File: config.mk
export PLATFORM = sky130hd
export DESIGN_NAME = afs_sequencer
export DESIGN_NICKNAME = d
export VERILOG_FILES = /design/src/common/afs_pkg.sv /design/src/hdl/afs_sequencer.sv
export SDC_FILE = /design/constraint.sdc
export NUM_CORES = 1
export LEC_CHECK = 0
export BUFFER_PORTS_ARGS = -buffer_cell sky130_fd_sc_hd__buf_2
export CAP_MARGIN = 20
export CORE_MARGIN = 10
export CORE_UTILIZATION = 36
export DETAILED_ROUTE_END_ITERATION = 16
export PLACE_DENSITY = 0.57
export SYNTH_ARGS = -nofsm -noshare
export SYNTH_HDL_FRONTEND = slang
export SYNTH_SLANG_ARGS = --single-unit
File: constraint.sdc
create_clock -name core_clk -period 10.8 [get_ports core_clk]
set_input_delay 0.54 -clock core_clk [delete_from_list [all_inputs] [get_ports core_clk]]
set_output_delay 0.54 -clock core_clk [all_outputs]
set_load 0.05 [all_outputs]
File: src/common/afs_pkg.sv
package afs_pkg;

    // ==========================================================
    // register map, byte offsets of 32-bit words
    localparam logic [7:0] AFS_OFF_SC1 = 8'h00; // status_control_first
    localparam logic [7:0] AFS_OFF_SC2 = 8'h04; // status_control_second
    localparam logic [7:0] AFS_OFF_SC3 = 8'h08; // config_third
    localparam logic [7:0] AFS_OFF_SC4 = 8'h0C; // queue_config_fourth
    localparam logic [7:0] AFS_OFF_RH  = 8'h10; // result_high
    localparam logic [7:0] AFS_OFF_RL  = 8'h14; // result_low
    localparam logic [7:0] AFS_OFF_CVH = 8'h18; // compare value high
    localparam logic [7:0] AFS_OFF_CVL = 8'h1C; // compare value low

    // ==========================================================
    // field positions
    localparam int AFS_SC1_CONVERSION_COMPLETE_FLAG   = 7;
    localparam int AFS_SC2_HWTRG  = 6;
    localparam int AFS_SC2_CMPEN  = 5;
    localparam int AFS_SC2_CMPGT  = 4;
    localparam int AFS_SC4_SCAN   = 6;
    localparam int AFS_SC4_COMB   = 5;

    // ==========================================================
    // reset values and codes
    localparam logic [7:0] AFS_RST_SC1  = 8'h1F;
    localparam logic [7:0] AFS_RST_ZERO = 8'h00;
    localparam logic [4:0] AFS_CH_OFF   = 5'h1F;
    localparam logic [1:0] AFS_CLK_ASYNC = 2'h3;
    localparam int AFS_RES_W = 16;

    // ==========================================================
    // packed control fields
    typedef struct packed {
        logic       complete_irq_enable;
        logic       continuous_enable;
        logic [4:0] ch;
    } afs_sc1_t;

    typedef struct packed {
        logic       scan;
        logic       comb;
        logic [2:0] depth;
    } afs_sc4_t;

    typedef enum logic [2:0] {
        AFS_IDLE = 3'b001,
        AFS_WAIT = 3'b010,
        AFS_CONV = 3'b100
    } afs_state_t;

endpackage

File: src/hdl/afs_sequencer.sv
// Decided for this implementation: the Wishbone interface to the registers and the register offsets.
`timescale 1ns/1ps
// Behaviour
// - nonzero depth field enables queue, max eight
// - separate channel queue and result queue
// - non-scan queued start waits until channel queue full
// - channel read returns active channel when queued
// - channel write pushes entry, aborts whole sequence
// - results come out in channel queue order
// - complete flag after whole queue, irq if enabled
// - software trigger fetches next channel immediately
// - hardware trigger fetch needs done, queued, pulse
// - single mode stops until refill or trigger
// - scan converts first entry, later writes overwrite
// - scan completes when result queue reaches depth
// - continuous restarts pass from first entry
// - wait mode keeps converting and starting
// - four conversion clocks usable in wait
// - completion interrupt wakes from wait mode
// - stop3 without async clock aborts to idle
// - stop3 with async clock keeps running
// - queued sequence need not run in stop3
// - config writes abort conversion and queue
// - queued compare stores data, flag by combine
module afs_sequencer #(
    parameter int DATA_W  = 12,
    parameter int QDEPTH  = 8
) (
    input  wire logic                 core_clk,
    input  wire logic                 resetn,
    input  wire logic                 wb_cyc_i,
    input  wire logic                 wb_stb_i,
    input  wire logic                 wb_we_i,
    input  wire logic [7:0]           wb_adr_i,
    input  wire logic [3:0]           wb_sel_i,
    input  wire logic [31:0]          wb_dat_i,
    output logic      [31:0]          wb_dat_o,
    output logic                      wb_ack_o,
    input  wire logic                 hw_trigger,
    input  wire logic                 wait_mode,
    input  wire logic                 stop3_mode,
    input  wire logic                 conv_done,
    input  wire logic [DATA_W-1:0]    conv_result,
    output logic                      conv_start,
    output logic                      conv_abort,
    output logic      [4:0]           conv_channel,
    output logic      [1:0]           conv_clk_sel,
    output logic      [1:0]           conv_clk_div,
    output logic                      conv_long_sample,
    output logic                      conv_low_power,
    output logic      [1:0]           conv_mode,
    output logic                      irq
);
    import afs_pkg::*;

    // ==========================================================
    // registers
    afs_sc1_t                  sc1_q;
    afs_sc4_t                  sc4_q;
    logic [7:0]                sc2_q;
    logic [7:0]                sc3_q;
    logic [7:0]                cvh_q;
    logic [7:0]                cvl_q;
    logic                      conversion_complete_flag_q;
    logic                      ack_q;
    logic [31:0]               rdat_q;
    logic [4:0]                chan_mem [QDEPTH];
    logic [AFS_RES_W-1:0]      res_mem  [QDEPTH];
    logic [3:0]                fill_q;
    logic [2:0]                idx_q;
    logic [2:0]                res_wr_q;
    logic [2:0]                res_rd_q;
    logic                      armed_q;
    logic                      issued_q;
    logic                      any_q;
    logic                      all_q;
    logic                      start_q;
    logic                      abort_q;
    logic [4:0]                chan_q;
    logic                      irq_q;
    afs_state_t                state_q;

    // ==========================================================
    // decode
    logic                      fire;
    logic                      wr0;
    logic                      wr_sc1;
    logic                      wr_cfg;
    logic                      rd_rl;
    logic                      queued;
    logic [3:0]                depth_lv;
    logic                      hw_sel;
    logic                      cmp_en;
    logic                      stop3_abort;
    logic                      abort;
    logic                      new_seq;
    logic                      done_ok;
    logic                      last;
    logic                      seq_ready;
    logic [4:0]                cur_ch;
    logic [11:0]               cv;
    logic [AFS_RES_W-1:0]      res_ext;
    logic [AFS_RES_W-1:0]      cmp_diff;
    logic                      cmp_true;
    logic                      pass_flag;
    logic                      set_conversion_complete_flag;
    logic [AFS_RES_W-1:0]      res_out;

    assign fire     = wb_cyc_i && wb_stb_i && !ack_q;
    assign wr0      = fire && wb_we_i && wb_sel_i[0];
    assign wr_sc1   = wr0 && (wb_adr_i == AFS_OFF_SC1);
    assign wr_cfg   = wr0 && ((wb_adr_i == AFS_OFF_SC2)
                      || (wb_adr_i == AFS_OFF_SC3)
                      || (wb_adr_i == AFS_OFF_SC4)
                      || (wb_adr_i == AFS_OFF_CVH)
                      || (wb_adr_i == AFS_OFF_CVL));
    assign rd_rl    = fire && !wb_we_i && (wb_adr_i == AFS_OFF_RL);
    assign queued   = (sc4_q.depth != 3'h0);
    assign depth_lv = {1'b0, sc4_q.depth} + 4'h1;
    assign hw_sel   = sc2_q[AFS_SC2_HWTRG];
    assign cmp_en   = sc2_q[AFS_SC2_CMPEN];
    // queued sequences are dropped in stop3 even on the async clock
    assign stop3_abort = stop3_mode && (state_q != AFS_IDLE)
                      && ((sc3_q[1:0] != AFS_CLK_ASYNC) || queued);
    assign abort    = wr_sc1 || wr_cfg || stop3_abort;
    // a full queue or a scan entry means the next write starts afresh
    assign new_seq  = sc4_q.scan || (fill_q == depth_lv);
    assign seq_ready = queued ? (sc4_q.scan ? (fill_q != 4'h0)
                                             : (fill_q == depth_lv))
                              : (sc1_q.ch != AFS_CH_OFF);
    assign cur_ch   = !queued ? sc1_q.ch
                    : (sc4_q.scan ? chan_mem[0] : chan_mem[idx_q]);
    assign done_ok  = (state_q == AFS_CONV) && issued_q && conv_done
                      && !abort;
    assign last     = ({1'b0, idx_q} == depth_lv - 4'h1);
    assign cv       = {cvh_q[3:0], cvl_q};
    assign res_ext  = AFS_RES_W'(conv_result);
    assign cmp_diff = res_ext - AFS_RES_W'(cv);
    assign cmp_true = sc2_q[AFS_SC2_CMPGT] ? (res_ext >= AFS_RES_W'(cv))
                                           : (res_ext <  AFS_RES_W'(cv));
    // OR combine: any pass true; AND combine: every pass true
    assign pass_flag = sc4_q.comb ? (all_q && cmp_true)
                                  : (any_q || cmp_true);
    assign set_conversion_complete_flag = done_ok && (queued
                      ? (last && (!cmp_en || pass_flag))
                      : (!cmp_en || cmp_true));
    assign res_out  = queued ? res_mem[res_rd_q] : res_mem[0];

    // ==========================================================
    // wishbone slave: answers one cycle after the request
    always_ff @(posedge core_clk or negedge resetn) begin
        if (!resetn) begin
            ack_q  <= 1'b0;
            rdat_q <= 32'h0000_0000;
        end else begin
            ack_q  <= fire;
            rdat_q <= 32'h0000_0000;
            if (fire && !wb_we_i) begin
                if (wb_adr_i == AFS_OFF_SC1) begin
                    rdat_q[7:0] <= {conversion_complete_flag_q, sc1_q.complete_irq_enable, sc1_q.continuous_enable,
                                    queued ? chan_q : sc1_q.ch};
                end else if (wb_adr_i == AFS_OFF_SC2) begin
                    rdat_q[7:0] <= sc2_q;
                end else if (wb_adr_i == AFS_OFF_SC3) begin
                    rdat_q[7:0] <= sc3_q;
                end else if (wb_adr_i == AFS_OFF_SC4) begin
                    rdat_q[7:0] <= {1'b0, sc4_q.scan, sc4_q.comb,
                                    2'h0, sc4_q.depth};
                end else if (wb_adr_i == AFS_OFF_RH) begin
                    rdat_q[7:0] <= res_out[15:8];
                end else if (wb_adr_i == AFS_OFF_RL) begin
                    rdat_q[7:0] <= res_out[7:0];
                end else if (wb_adr_i == AFS_OFF_CVH) begin
                    rdat_q[7:0] <= cvh_q;
                end else if (wb_adr_i == AFS_OFF_CVL) begin
                    rdat_q[7:0] <= cvl_q;
                end
            end
        end
    end

    // ==========================================================
    // control registers
    always_ff @(posedge core_clk or negedge resetn) begin
        if (!resetn) begin
            sc1_q <= afs_sc1_t'(AFS_RST_SC1[6:0]);
            sc2_q <= AFS_RST_ZERO;
            sc3_q <= AFS_RST_ZERO;
            sc4_q <= afs_sc4_t'(AFS_RST_ZERO[4:0]);
            cvh_q <= AFS_RST_ZERO;
            cvl_q <= AFS_RST_ZERO;
        end else if (wr0) begin
            if (wb_adr_i == AFS_OFF_SC1) begin
                sc1_q <= afs_sc1_t'(wb_dat_i[6:0]);
            end else if (wb_adr_i == AFS_OFF_SC2) begin
                sc2_q <= wb_dat_i[7:0] & 8'h70;
            end else if (wb_adr_i == AFS_OFF_SC3) begin
                sc3_q <= wb_dat_i[7:0];
            end else if (wb_adr_i == AFS_OFF_SC4) begin
                sc4_q <= {wb_dat_i[AFS_SC4_SCAN], wb_dat_i[AFS_SC4_COMB],
                          wb_dat_i[2:0]};
            end else if (wb_adr_i == AFS_OFF_CVH) begin
                cvh_q <= wb_dat_i[7:0];
            end else if (wb_adr_i == AFS_OFF_CVL) begin
                cvl_q <= wb_dat_i[7:0];
            end
        end
    end

    // ==========================================================
    // channel queue fill and result read pointer
    always_ff @(posedge core_clk) begin
        if (wr_sc1 && queued) begin
            chan_mem[new_seq ? 3'h0 : fill_q[2:0]] <= wb_dat_i[4:0];
        end
    end

    always_ff @(posedge core_clk or negedge resetn) begin
        if (!resetn) begin
            fill_q   <= 4'h0;
            res_rd_q <= 3'h0;
        end else if (wr_cfg) begin
            fill_q   <= 4'h0;
            res_rd_q <= 3'h0;
        end else if (wr_sc1 && queued) begin
            fill_q   <= new_seq ? 4'h1 : fill_q + 4'h1;
            if (new_seq || fill_q == 4'h0) begin
                res_rd_q <= 3'h0;
            end
        end else if (rd_rl && queued) begin
            res_rd_q <= res_rd_q + 3'h1;
        end
    end

    // ==========================================================
    // completion flag and interrupt
    always_ff @(posedge core_clk or negedge resetn) begin
        if (!resetn) begin
            conversion_complete_flag_q <= 1'b0;
        end else if (set_conversion_complete_flag) begin
            conversion_complete_flag_q <= 1'b1;
        end else if (wr_sc1 || rd_rl) begin
            conversion_complete_flag_q <= 1'b0;
        end
    end

    // level request; wakes the core from wait or stop3 when enabled
    always_ff @(posedge core_clk or negedge resetn) begin
        if (!resetn) begin
            irq_q <= 1'b0;
        end else begin
            irq_q <= conversion_complete_flag_q && sc1_q.complete_irq_enable;
        end
    end

    // ==========================================================
    // start request left by a channel write
    always_ff @(posedge core_clk or negedge resetn) begin
        if (!resetn) begin
            armed_q <= 1'b0;
        end else if (wr_sc1) begin
            if (queued) begin
                armed_q <= sc4_q.scan
                        || (!new_seq && fill_q + 4'h1 == depth_lv);
            end else begin
                armed_q <= (wb_dat_i[4:0] != AFS_CH_OFF);
            end
        end else if (wr_cfg || stop3_abort) begin
            armed_q <= 1'b0;
        end else if (state_q == AFS_IDLE) begin
            armed_q <= 1'b0;
        end
    end

    // ==========================================================
    // sequencer; wait mode changes nothing here
    always_ff @(posedge core_clk or negedge resetn) begin
        if (!resetn) begin
            state_q  <= AFS_IDLE;
            issued_q <= 1'b0;
            idx_q    <= 3'h0;
            res_wr_q <= 3'h0;
            any_q    <= 1'b0;
            all_q    <= 1'b1;
        end else if (abort) begin
            state_q  <= AFS_IDLE;
            issued_q <= 1'b0;
            idx_q    <= 3'h0;
            res_wr_q <= 3'h0;
            any_q    <= 1'b0;
            all_q    <= 1'b1;
        end else begin
            case (state_q)
                AFS_IDLE: begin
                    if (armed_q) begin
                        state_q <= hw_sel ? AFS_WAIT : AFS_CONV;
                    end else if (hw_sel && hw_trigger && seq_ready) begin
                        state_q <= AFS_CONV;
                    end
                end
                AFS_WAIT: begin
                    if (hw_trigger) begin
                        state_q <= AFS_CONV;
                    end
                end
                AFS_CONV: begin
                    if (!issued_q) begin
                        issued_q <= 1'b1;
                    end else if (done_ok) begin
                        issued_q <= 1'b0;
                        if (queued && !last) begin
                            idx_q    <= idx_q + 3'h1;
                            res_wr_q <= res_wr_q + 3'h1;
                            any_q    <= any_q || cmp_true;
                            all_q    <= all_q && cmp_true;
                            state_q  <= hw_sel ? AFS_WAIT
                                               : AFS_CONV;
                        end else begin
                            idx_q    <= 3'h0;
                            res_wr_q <= 3'h0;
                            any_q    <= 1'b0;
                            all_q    <= 1'b1;
                            if (sc1_q.continuous_enable) begin
                                state_q <= hw_sel ? AFS_WAIT
                                                  : AFS_CONV;
                            end else begin
                                state_q <= AFS_IDLE;
                            end
                        end
                    end
                end
                default: begin
                    state_q <= AFS_IDLE;
                end
            endcase
        end
    end

    // ==========================================================
    // result store
    // queued compare keeps the difference whatever the outcome
    always_ff @(posedge core_clk) begin
        if (done_ok) begin
            if (queued) begin
                res_mem[res_wr_q] <= cmp_en ? cmp_diff : res_ext;
            end else if (!cmp_en) begin
                res_mem[0] <= res_ext;
            end else if (cmp_true) begin
                res_mem[0] <= cmp_diff;
            end
        end
    end

    // ==========================================================
    // converter core handshake
    always_ff @(posedge core_clk or negedge resetn) begin
        if (!resetn) begin
            start_q <= 1'b0;
            abort_q <= 1'b0;
            chan_q  <= AFS_CH_OFF;
        end else begin
            start_q <= (state_q == AFS_CONV) && !issued_q && !abort;
            abort_q <= abort && (state_q != AFS_IDLE);
            if ((state_q == AFS_CONV) && !issued_q && !abort) begin
                chan_q <= cur_ch;
            end
        end
    end

    // ==========================================================
    // outputs
    assign wb_ack_o         = ack_q;
    assign wb_dat_o         = rdat_q;
    assign conv_start       = start_q;
    assign conv_abort       = abort_q;
    assign conv_channel     = chan_q;
    // all four clock choices pass through unchanged in wait mode
    assign conv_clk_sel     = sc3_q[1:0];
    assign conv_clk_div     = sc3_q[6:5];
    assign conv_long_sample = sc3_q[4];
    assign conv_low_power   = sc3_q[7];
    assign conv_mode        = sc3_q[3:2];
    assign irq              = irq_q;

endmodule

Word-level counts from Yosys, hierarchy flattened
Memory sizes are Yosys's and may differ from the RTL's.
Cells that the tools add are included.
Word-level totals
  bits in registers: 77
  memory bits (writable): 168
  bits of input ports: 65
  output and inout bits: 49
  logic and storage cells: 219
  memories kept: 2
Memories
  res_mem: words 8, bits a word 16, rd ports 2, clocked after Yosys merged registers in 0, wr ports 1, line afs_sequencer.sv:68  | logic [AFS_RES_W-1:0] res_mem [QDEPTH];
  chan_mem: words 8, bits a word 5, rd ports 2, clocked after Yosys merged registers in 0, wr ports 1, line afs_sequencer.sv:67  | logic [4:0] chan_mem [QDEPTH];
Cells by class
  add/sub/neg operators: 7
  magnitude comparators: 2
  equal/unequal tests: 22
  mux-type cells: 85
  bitwise operators: 6
  reductions and logical operators: 69
Operator list (number)
  two-way mux 3 bit: 25
  two-way mux 8 bit: 9
  two-way mux 16 bit: 4
  two-way mux 1 bit: 40
  equality test 8 x 5 -> 1 bit, second input constant: 4
  logical AND 1 bit: 26
  equality test 8 x 4 -> 1 bit, second input constant: 2
  OR reduction 16 bit: 1
  logical OR 1 bit: 15
  two-way mux 5 bit: 3
  subtractor 12 x 12 -> 13 bit: 1
  greater-or-equal comparator 12 bit: 1
  less-than comparator 12 bit: 1
  two-way mux 4 bit: 3
  != test 5 bit, second input constant: 2
  nonzero test 2 bit: 5
  adder 3 x 1 -> 3 bit, second input constant: 3
  != test 3 bit, second input constant: 3
  case mux 3 bit (3 select lines): 1
  nonzero test 3 bit: 3
  equality test 4 bit: 2
  equality test 8 x 3 -> 1 bit, second input constant: 1
  zero test 8 bit: 1
  AND reduction 4 bit: 2
  21 further kinds: 33

Depth between registers and ports, before layout
  depth after elaboration: 15
  gate-level depth with buffers: 12
  gate-level depth less buffers: 11

Least setup slack after synthesis
No wires, ideal clock.
  path type: register -> register
  start point: register sc4_q[0] (netlist name)
  end point: memory res_mem[4][0], enable pin
  setup time: 0.422 ns
  arrival time: 3.268 ns
  data required time: 10.378 ns
  path slack: 7.110 ns
  stages on the path, launching flop included: 11
  path buffers: 2
  clock period less this slack: 3.690 ns
  path through: dfrtp_1 > clkbuf_1 > inv_1 > ha_1 > nor2b_1 > clkbuf_1 > a31oi_1 > a32o_1 > nor2_2 > nand2_1 > nor4b_1
Between the ends
  longest elaborated chain between the ends: 11
  elaborated cells between the ends (all ways): 19
RTL lines
  start, declared: line afs_sequencer.sv:59  | afs_sc4_t sc4_q;
  start signal, assigned: line afs_sequencer.sv:189  | sc4_q <= afs_sc4_t'(AFS_RST_ZERO[4:0]);
  start signal, assigned: line afs_sequencer.sv:200  | sc4_q <= {wb_dat_i[AFS_SC4_SCAN], wb_dat_i[AFS_SC4_COMB],
  nonzero test 3 bit (*): line afs_sequencer.sv:118  | assign queued = (sc4_q.depth != 3'h0);
  logical OR 1 bit: line afs_sequencer.sv:124  | && ((sc3_q[1:0] != AFS_CLK_ASYNC) || queued);
  logical AND 1 bit: line afs_sequencer.sv:124
  logical OR 1 bit: line afs_sequencer.sv:125  | assign abort = wr_sc1 || wr_cfg || stop3_abort;
  zero test 1 bit: line afs_sequencer.sv:134  | && !abort;
  logical AND 1 bit: line afs_sequencer.sv:134
  two-way mux 1 bit: line afs_sequencer.sv:343  | if (done_ok) begin
  two-way mux 1 bit, on equally long branches: line afs_sequencer.sv:347, afs_sequencer.sv:349
  OR 1 bit (no line)
  OR reduction 16 bit (no line)
  two-way mux 3 bit (no line) / two-way mux 1 bit (equally long branches)
  end, declared: line afs_sequencer.sv:68
Every way passes the cells marked *; elsewhere a longest branch is shown, timed or not.

Final worst setup path
  start point: register cvl_q[1]
  end point: memory res_mem[0][3], enable pin
Between the ends
  longest elaborated chain between the ends: 10
  elaborated cells between the ends (all ways): 12
RTL lines
  start, declared: line afs_sequencer.sv:63  | logic [7:0] cvl_q;
  start signal, assigned: line afs_sequencer.sv:205  | cvl_q <= wb_dat_i[7:0];
  less-than comparator 12 bit / greater-or-equal comparator 12 bit (equally long branches): line afs_sequencer.sv:140, afs_sequencer.sv:139
  two-way mux 1 bit (*): line afs_sequencer.sv:139  | assign cmp_true = sc2_q[AFS_SC2_CMPGT] ? (res_ext >= AFS_RES_W'(cv))
  two-way mux 1 bit (*): line afs_sequencer.sv:348  | end else if (cmp_true) begin
  two-way mux 1 bit (*): line afs_sequencer.sv:346  | end else if (!cmp_en) begin
  two-way mux 1 bit (*): line afs_sequencer.sv:344  | if (queued) begin
  two-way mux 1 bit (*): line afs_sequencer.sv:343
  two-way mux 1 bit (implied by the code) (*): line afs_sequencer.sv:349  | res_mem[0] <= cmp_diff;
  OR 1 bit (no line) (*)
  OR reduction 16 bit (no line)
  two-way mux 3 bit (no line) / two-way mux 1 bit (equally long branches)
Marked as above.

==> flow_summary_export.csv <==
group,metric,value,unit
synth,yosysWarnings,0,
detailed_routing,wl_per_cell,21.4,um
cells_and_area,utilization,41.7,%
timing,hold_viol,0,
synth,synth_area_per_cell,12.8,um^2
timing,clock_skew,0.00800,ns
global_route,grt_max_degree,69,
synth,synth_compound_area_share,9.58,%
clock_network,ctsResizeCount,0,
setup_path,crit_required,10.94,ns
die,start_util,36.6,%
setup_path,reg2reg_to,"res_mem[0][3]$_DFFE_PP_",
setup_path,crit_fanout,13,
synth,synthAdderAreaFrac,2.48,%
synth,synth_common_cells,"edfxtp_1 (144), nand2_1 (67), dfrtp_1 (65), nor2_1 (51), a21oi_1 (48)",
detailed_routing,drtIter0Drc,483,
setup_path,end_kind,"flip-flop",
die,die_w,194,um
clock_network,cts_buffers,25,
synth,synth_ff_type,"edfxtp_1",
cells_and_area,seqCellArea,6270,um^2
synth,postSynthCellCount,853,
synth,synth.most_common_cell,"edfxtp_1",
setup_path,cp_top_family,"compound AO/OA/AOI/OAI gates",
detailed_routing,wirelength,28200,um
global_route,antenna_found_initial,0,
min_path,hold_path_depth,3,
pwr,p_leak,4.73,nW
synth,synth_area,10900,um^2
placed_design,place_congestion,0.813,
timing,worst_slew_pin_slew,0.958,ns
synth,synthMuxAreaShare,14.0,%
setup_path,r2r_setup_slack,7.39,ns
die,fp-row-count,63,
setup_path,path_cells,"inv_1 > ha_1 > nor2b_1 > o31ai_1 > a21oi_1 > a211oi_1 > mux2i_1 > a21oi_1 > o21a_1",
clock_network,clk_pin_slew,0.06,ns
pwr,p_per_area,162,nW/um^2
cells_and_area,antennaDiodeCount,0,
setup_path,arrival,3.54,ns
detailed_routing,vias,7022,
status,status,"finished clean",
timing,rsz0062_at_grt,"false",
synth,synth_area_leader_cell,"edfxtp_1",
detailed_routing,drc,0,
placed_design,postPlaceCellArea,11500,um^2
clock_network,cts_tree,"built",
setup_path,cpMostUsedCell,"a21oi_1",
min_path,hold_end,"cvl_q[7]$_DFFE_PN0P_",
clock_network,postCtsHoldBufs,1,
timing,finalCriticalPeriod,3.41,ns
clock_network,clock_path_buffers,3,
timing,max_freq,0.294,GHz
cells_and_area,final_design_area_no_fill,12400,um^2
run,maxCapViolations,0,
synth,synth_top_family_by_area,"multiplexers",
synth,synth_seq_cells,221,
global_route,grt_pass1_vias,6976,
pwr,peakVddDrop,0.000141,V
timing,fin_crit_sh,31.5,%
synth,synth-simple-area-share,10.1,%
synth,ys_seq_area_share,57.6,%
timing,fin_tns_setup,0,ns
timing,slew_headroom,34.3,%
synth,synth_xor_area_share,1.68,%
die,ios,114,
setup_path,reg2reg_from,"cvl_q[1]$_DFFE_PN0P_",
global_route,gr-usage-all-layers,14.7,%
clock_network,clock_latency,0.51,ns
clock_network,clkSinkCount,221,
min_path,hp-start,"wb_dat_i[7]",
setup_path,cp_num_buf_inv,1,
detailed_routing,viasPerCell,5.33,
setup_path,r2r.worst_path.cells,9,
clock_network,post_cts_buffers,0,
detailed_routing,firstDrtPassIters,5,
die,dieArea,37600,um^2
synth,async_reset_ff_share,34.8,%
global_route,grt_pass1_wl,43700,um
synth,synth_edf_count,144,
detailed_routing,detail-route-antenna-nets,0,
cells_and_area,synthToLayoutAreaGrowth,13.8,%
die,dieHeight,194,um
setup_path,cpPeakStageDelay,0.64,ns
clock_network,h-tree-depth,1,
cells_and_area,multi_input_comb_area,4260,um^2
min_path,hp-class,"in2reg",
cells_and_area,fillers,2793,
global_route,grt_overflow,0,
die,core-area,29700,um^2
setup_path,critPathSlowestCell,"mux2i_1",
synth,ys_types,68,
setup_path,crit_type,"reg2reg",
timing,setup_viol,0,
clock_network,cts_root_buffer,"clkbuf_16",
timing,slew_violations,0,
cells_and_area,nets,996,
synth,synth.top_cell.area_share,39.7,%
setup_path,startpoint_type,"flip-flop",
cells_and_area,drive_gt1_share,23.8,%
placed_design,port_buffers,61,
placed_design,dp_hpwl,19800,um
synth,synth_area_leaders,"edfxtp_1 (40%), dfrtp_1 (15%), mux4_2 (7.7%)",
-- worst reg2reg max path, cell delays in order (launching register included) --
cell and delay, ns:
dfrtp_1 0.36, inv_1 0.14, ha_1 0.26, nor2b_1 0.15, o31ai_1 0.36, a21oi_1 0.13, a211oi_1 0.30, mux2i_1 0.64
a21oi_1 0.17, o21a_1 0.52
-- sequential cells by signal (all words and copies together) (netlist names), 3 cells and up --
signal,count
res_mem,104
sc3_q,8
cvh_q,8
fill_q,4
res_rd_q,3
sc4_q,5
cvl_q,8
chan_mem,40
conv_channel,5
res_wr_q,3
sc2_q,3
wb_dat_o,8
sc1_q,7
state_q,3
idx_q,3
-- cells by family after synthesis --
| family | Yosys count |
|---|---|
| and+or+nand+nor | 222 |
| DFF | 221 |
| AOI/OAI and AO/OA | 167 |
| muxes | 101 |
| buffers and inverters | 100 |
| adders and majority gates | 21 |
| xor gates and xnor gates | 20 |
| other | 1 |
-- stage by stage --
stage / instances / worst slack [ns] / hold WS (ns) / total power, mW
after floorplan: 876 / 7.11 / 0.244 / 1.12
after global placement: 1268 / 6.86 / 0.388 / 1.17
after detailed placement: 1271 / 7.20 / 0.388 / 1.17
after CTS: 1317 / 7.36 / 0.276 / 2.02
after global routing: 1318 / 7.16 / 0.288 / 2.08
final: 1318 / 7.39 / 0.286 / 2.00
-- per-layer routing --
layer | up-vias | track usage, % | routed length, um
met2 | 184 | 24.1 | 13600
met1 | 3524 | 20.2 | 12800
met3 | 28 | 2.26 | 1390
li1 | 3286 | - | -
met5 | - | 0 | 0
met4 | 0 | 3.18 | 403
-- worst max path at each step --
stage,from,end,depth (start not counted)
2_1_floorplan,sc4_q[0]$_DFFE_PN0P_,res_mem[4][0]$_DFFE_PP_,10
3_3_place_gp,conv_result[0],res_mem[5][14]$_DFFE_PP_,12
3_5_place_dp,conv_result[1],res_mem[0][8]$_DFFE_PP_,9
4_1_cts,sc4_q[0]$_DFFE_PN0P_,res_mem[7][0]$_DFFE_PP_,9
5_1_grt,cvl_q[1]$_DFFE_PN0P_,res_mem[0][14]$_DFFE_PP_,9
6_report,cvl_q[1]$_DFFE_PN0P_,res_mem[0][3]$_DFFE_PP_,9
-- layout make-up --
class,count,area share [%]
multi-input combinational,555,34.4
timing repair buffer,80,3.58
sequential,221,50.6
tap,390,3.94
inverter,27,0.819
clock inverter,7,0.708
clock buffer,38,5.94
-- layout by cell type, fill, tap and decap left out, types with 4 or more instances in the layout --
cell type / n
nor4_1: 7
a21oi_1: 48
xnor2_1: 11
buf_2: 63
a22o_1: 4
or2_2: 4
clkbuf_1: 8
o21ai_1: 5
clkbuf_16: 26
o22ai_1: 5
dfstp_2: 12
and2_1: 7
nor3_1: 8
mux4_2: 37
clkbuf_8: 4
a211oi_1: 6
nor2_1: 50
inv_1: 27
edfxtp_1: 144
o21ai_0: 41
mux2i_1: 26
mux2_2: 37
nand2b_1: 11
a21o_1: 5
and3_1: 6
a31oi_1: 11
buf_4: 15
xor2_1: 8
nand3_1: 17
nand2_1: 67
o211ai_1: 7
nand4_1: 7
nor2b_1: 11
conb_1: 24
o21a_1: 5
dfrtp_1: 64
ha_1: 20
-- where the power goes --
group	leakage, nW	switching, mW	total [mW]	internal [mW]
Sequential	2.28	0.0189	0.950	0.931
Clock	0.401	0.328	0.843	0.516
Combinational	2.05	0.151	0.208	0.0571
Total	4.73	0.497	2.00	1.50
Power figures use the tool's default switching activity.
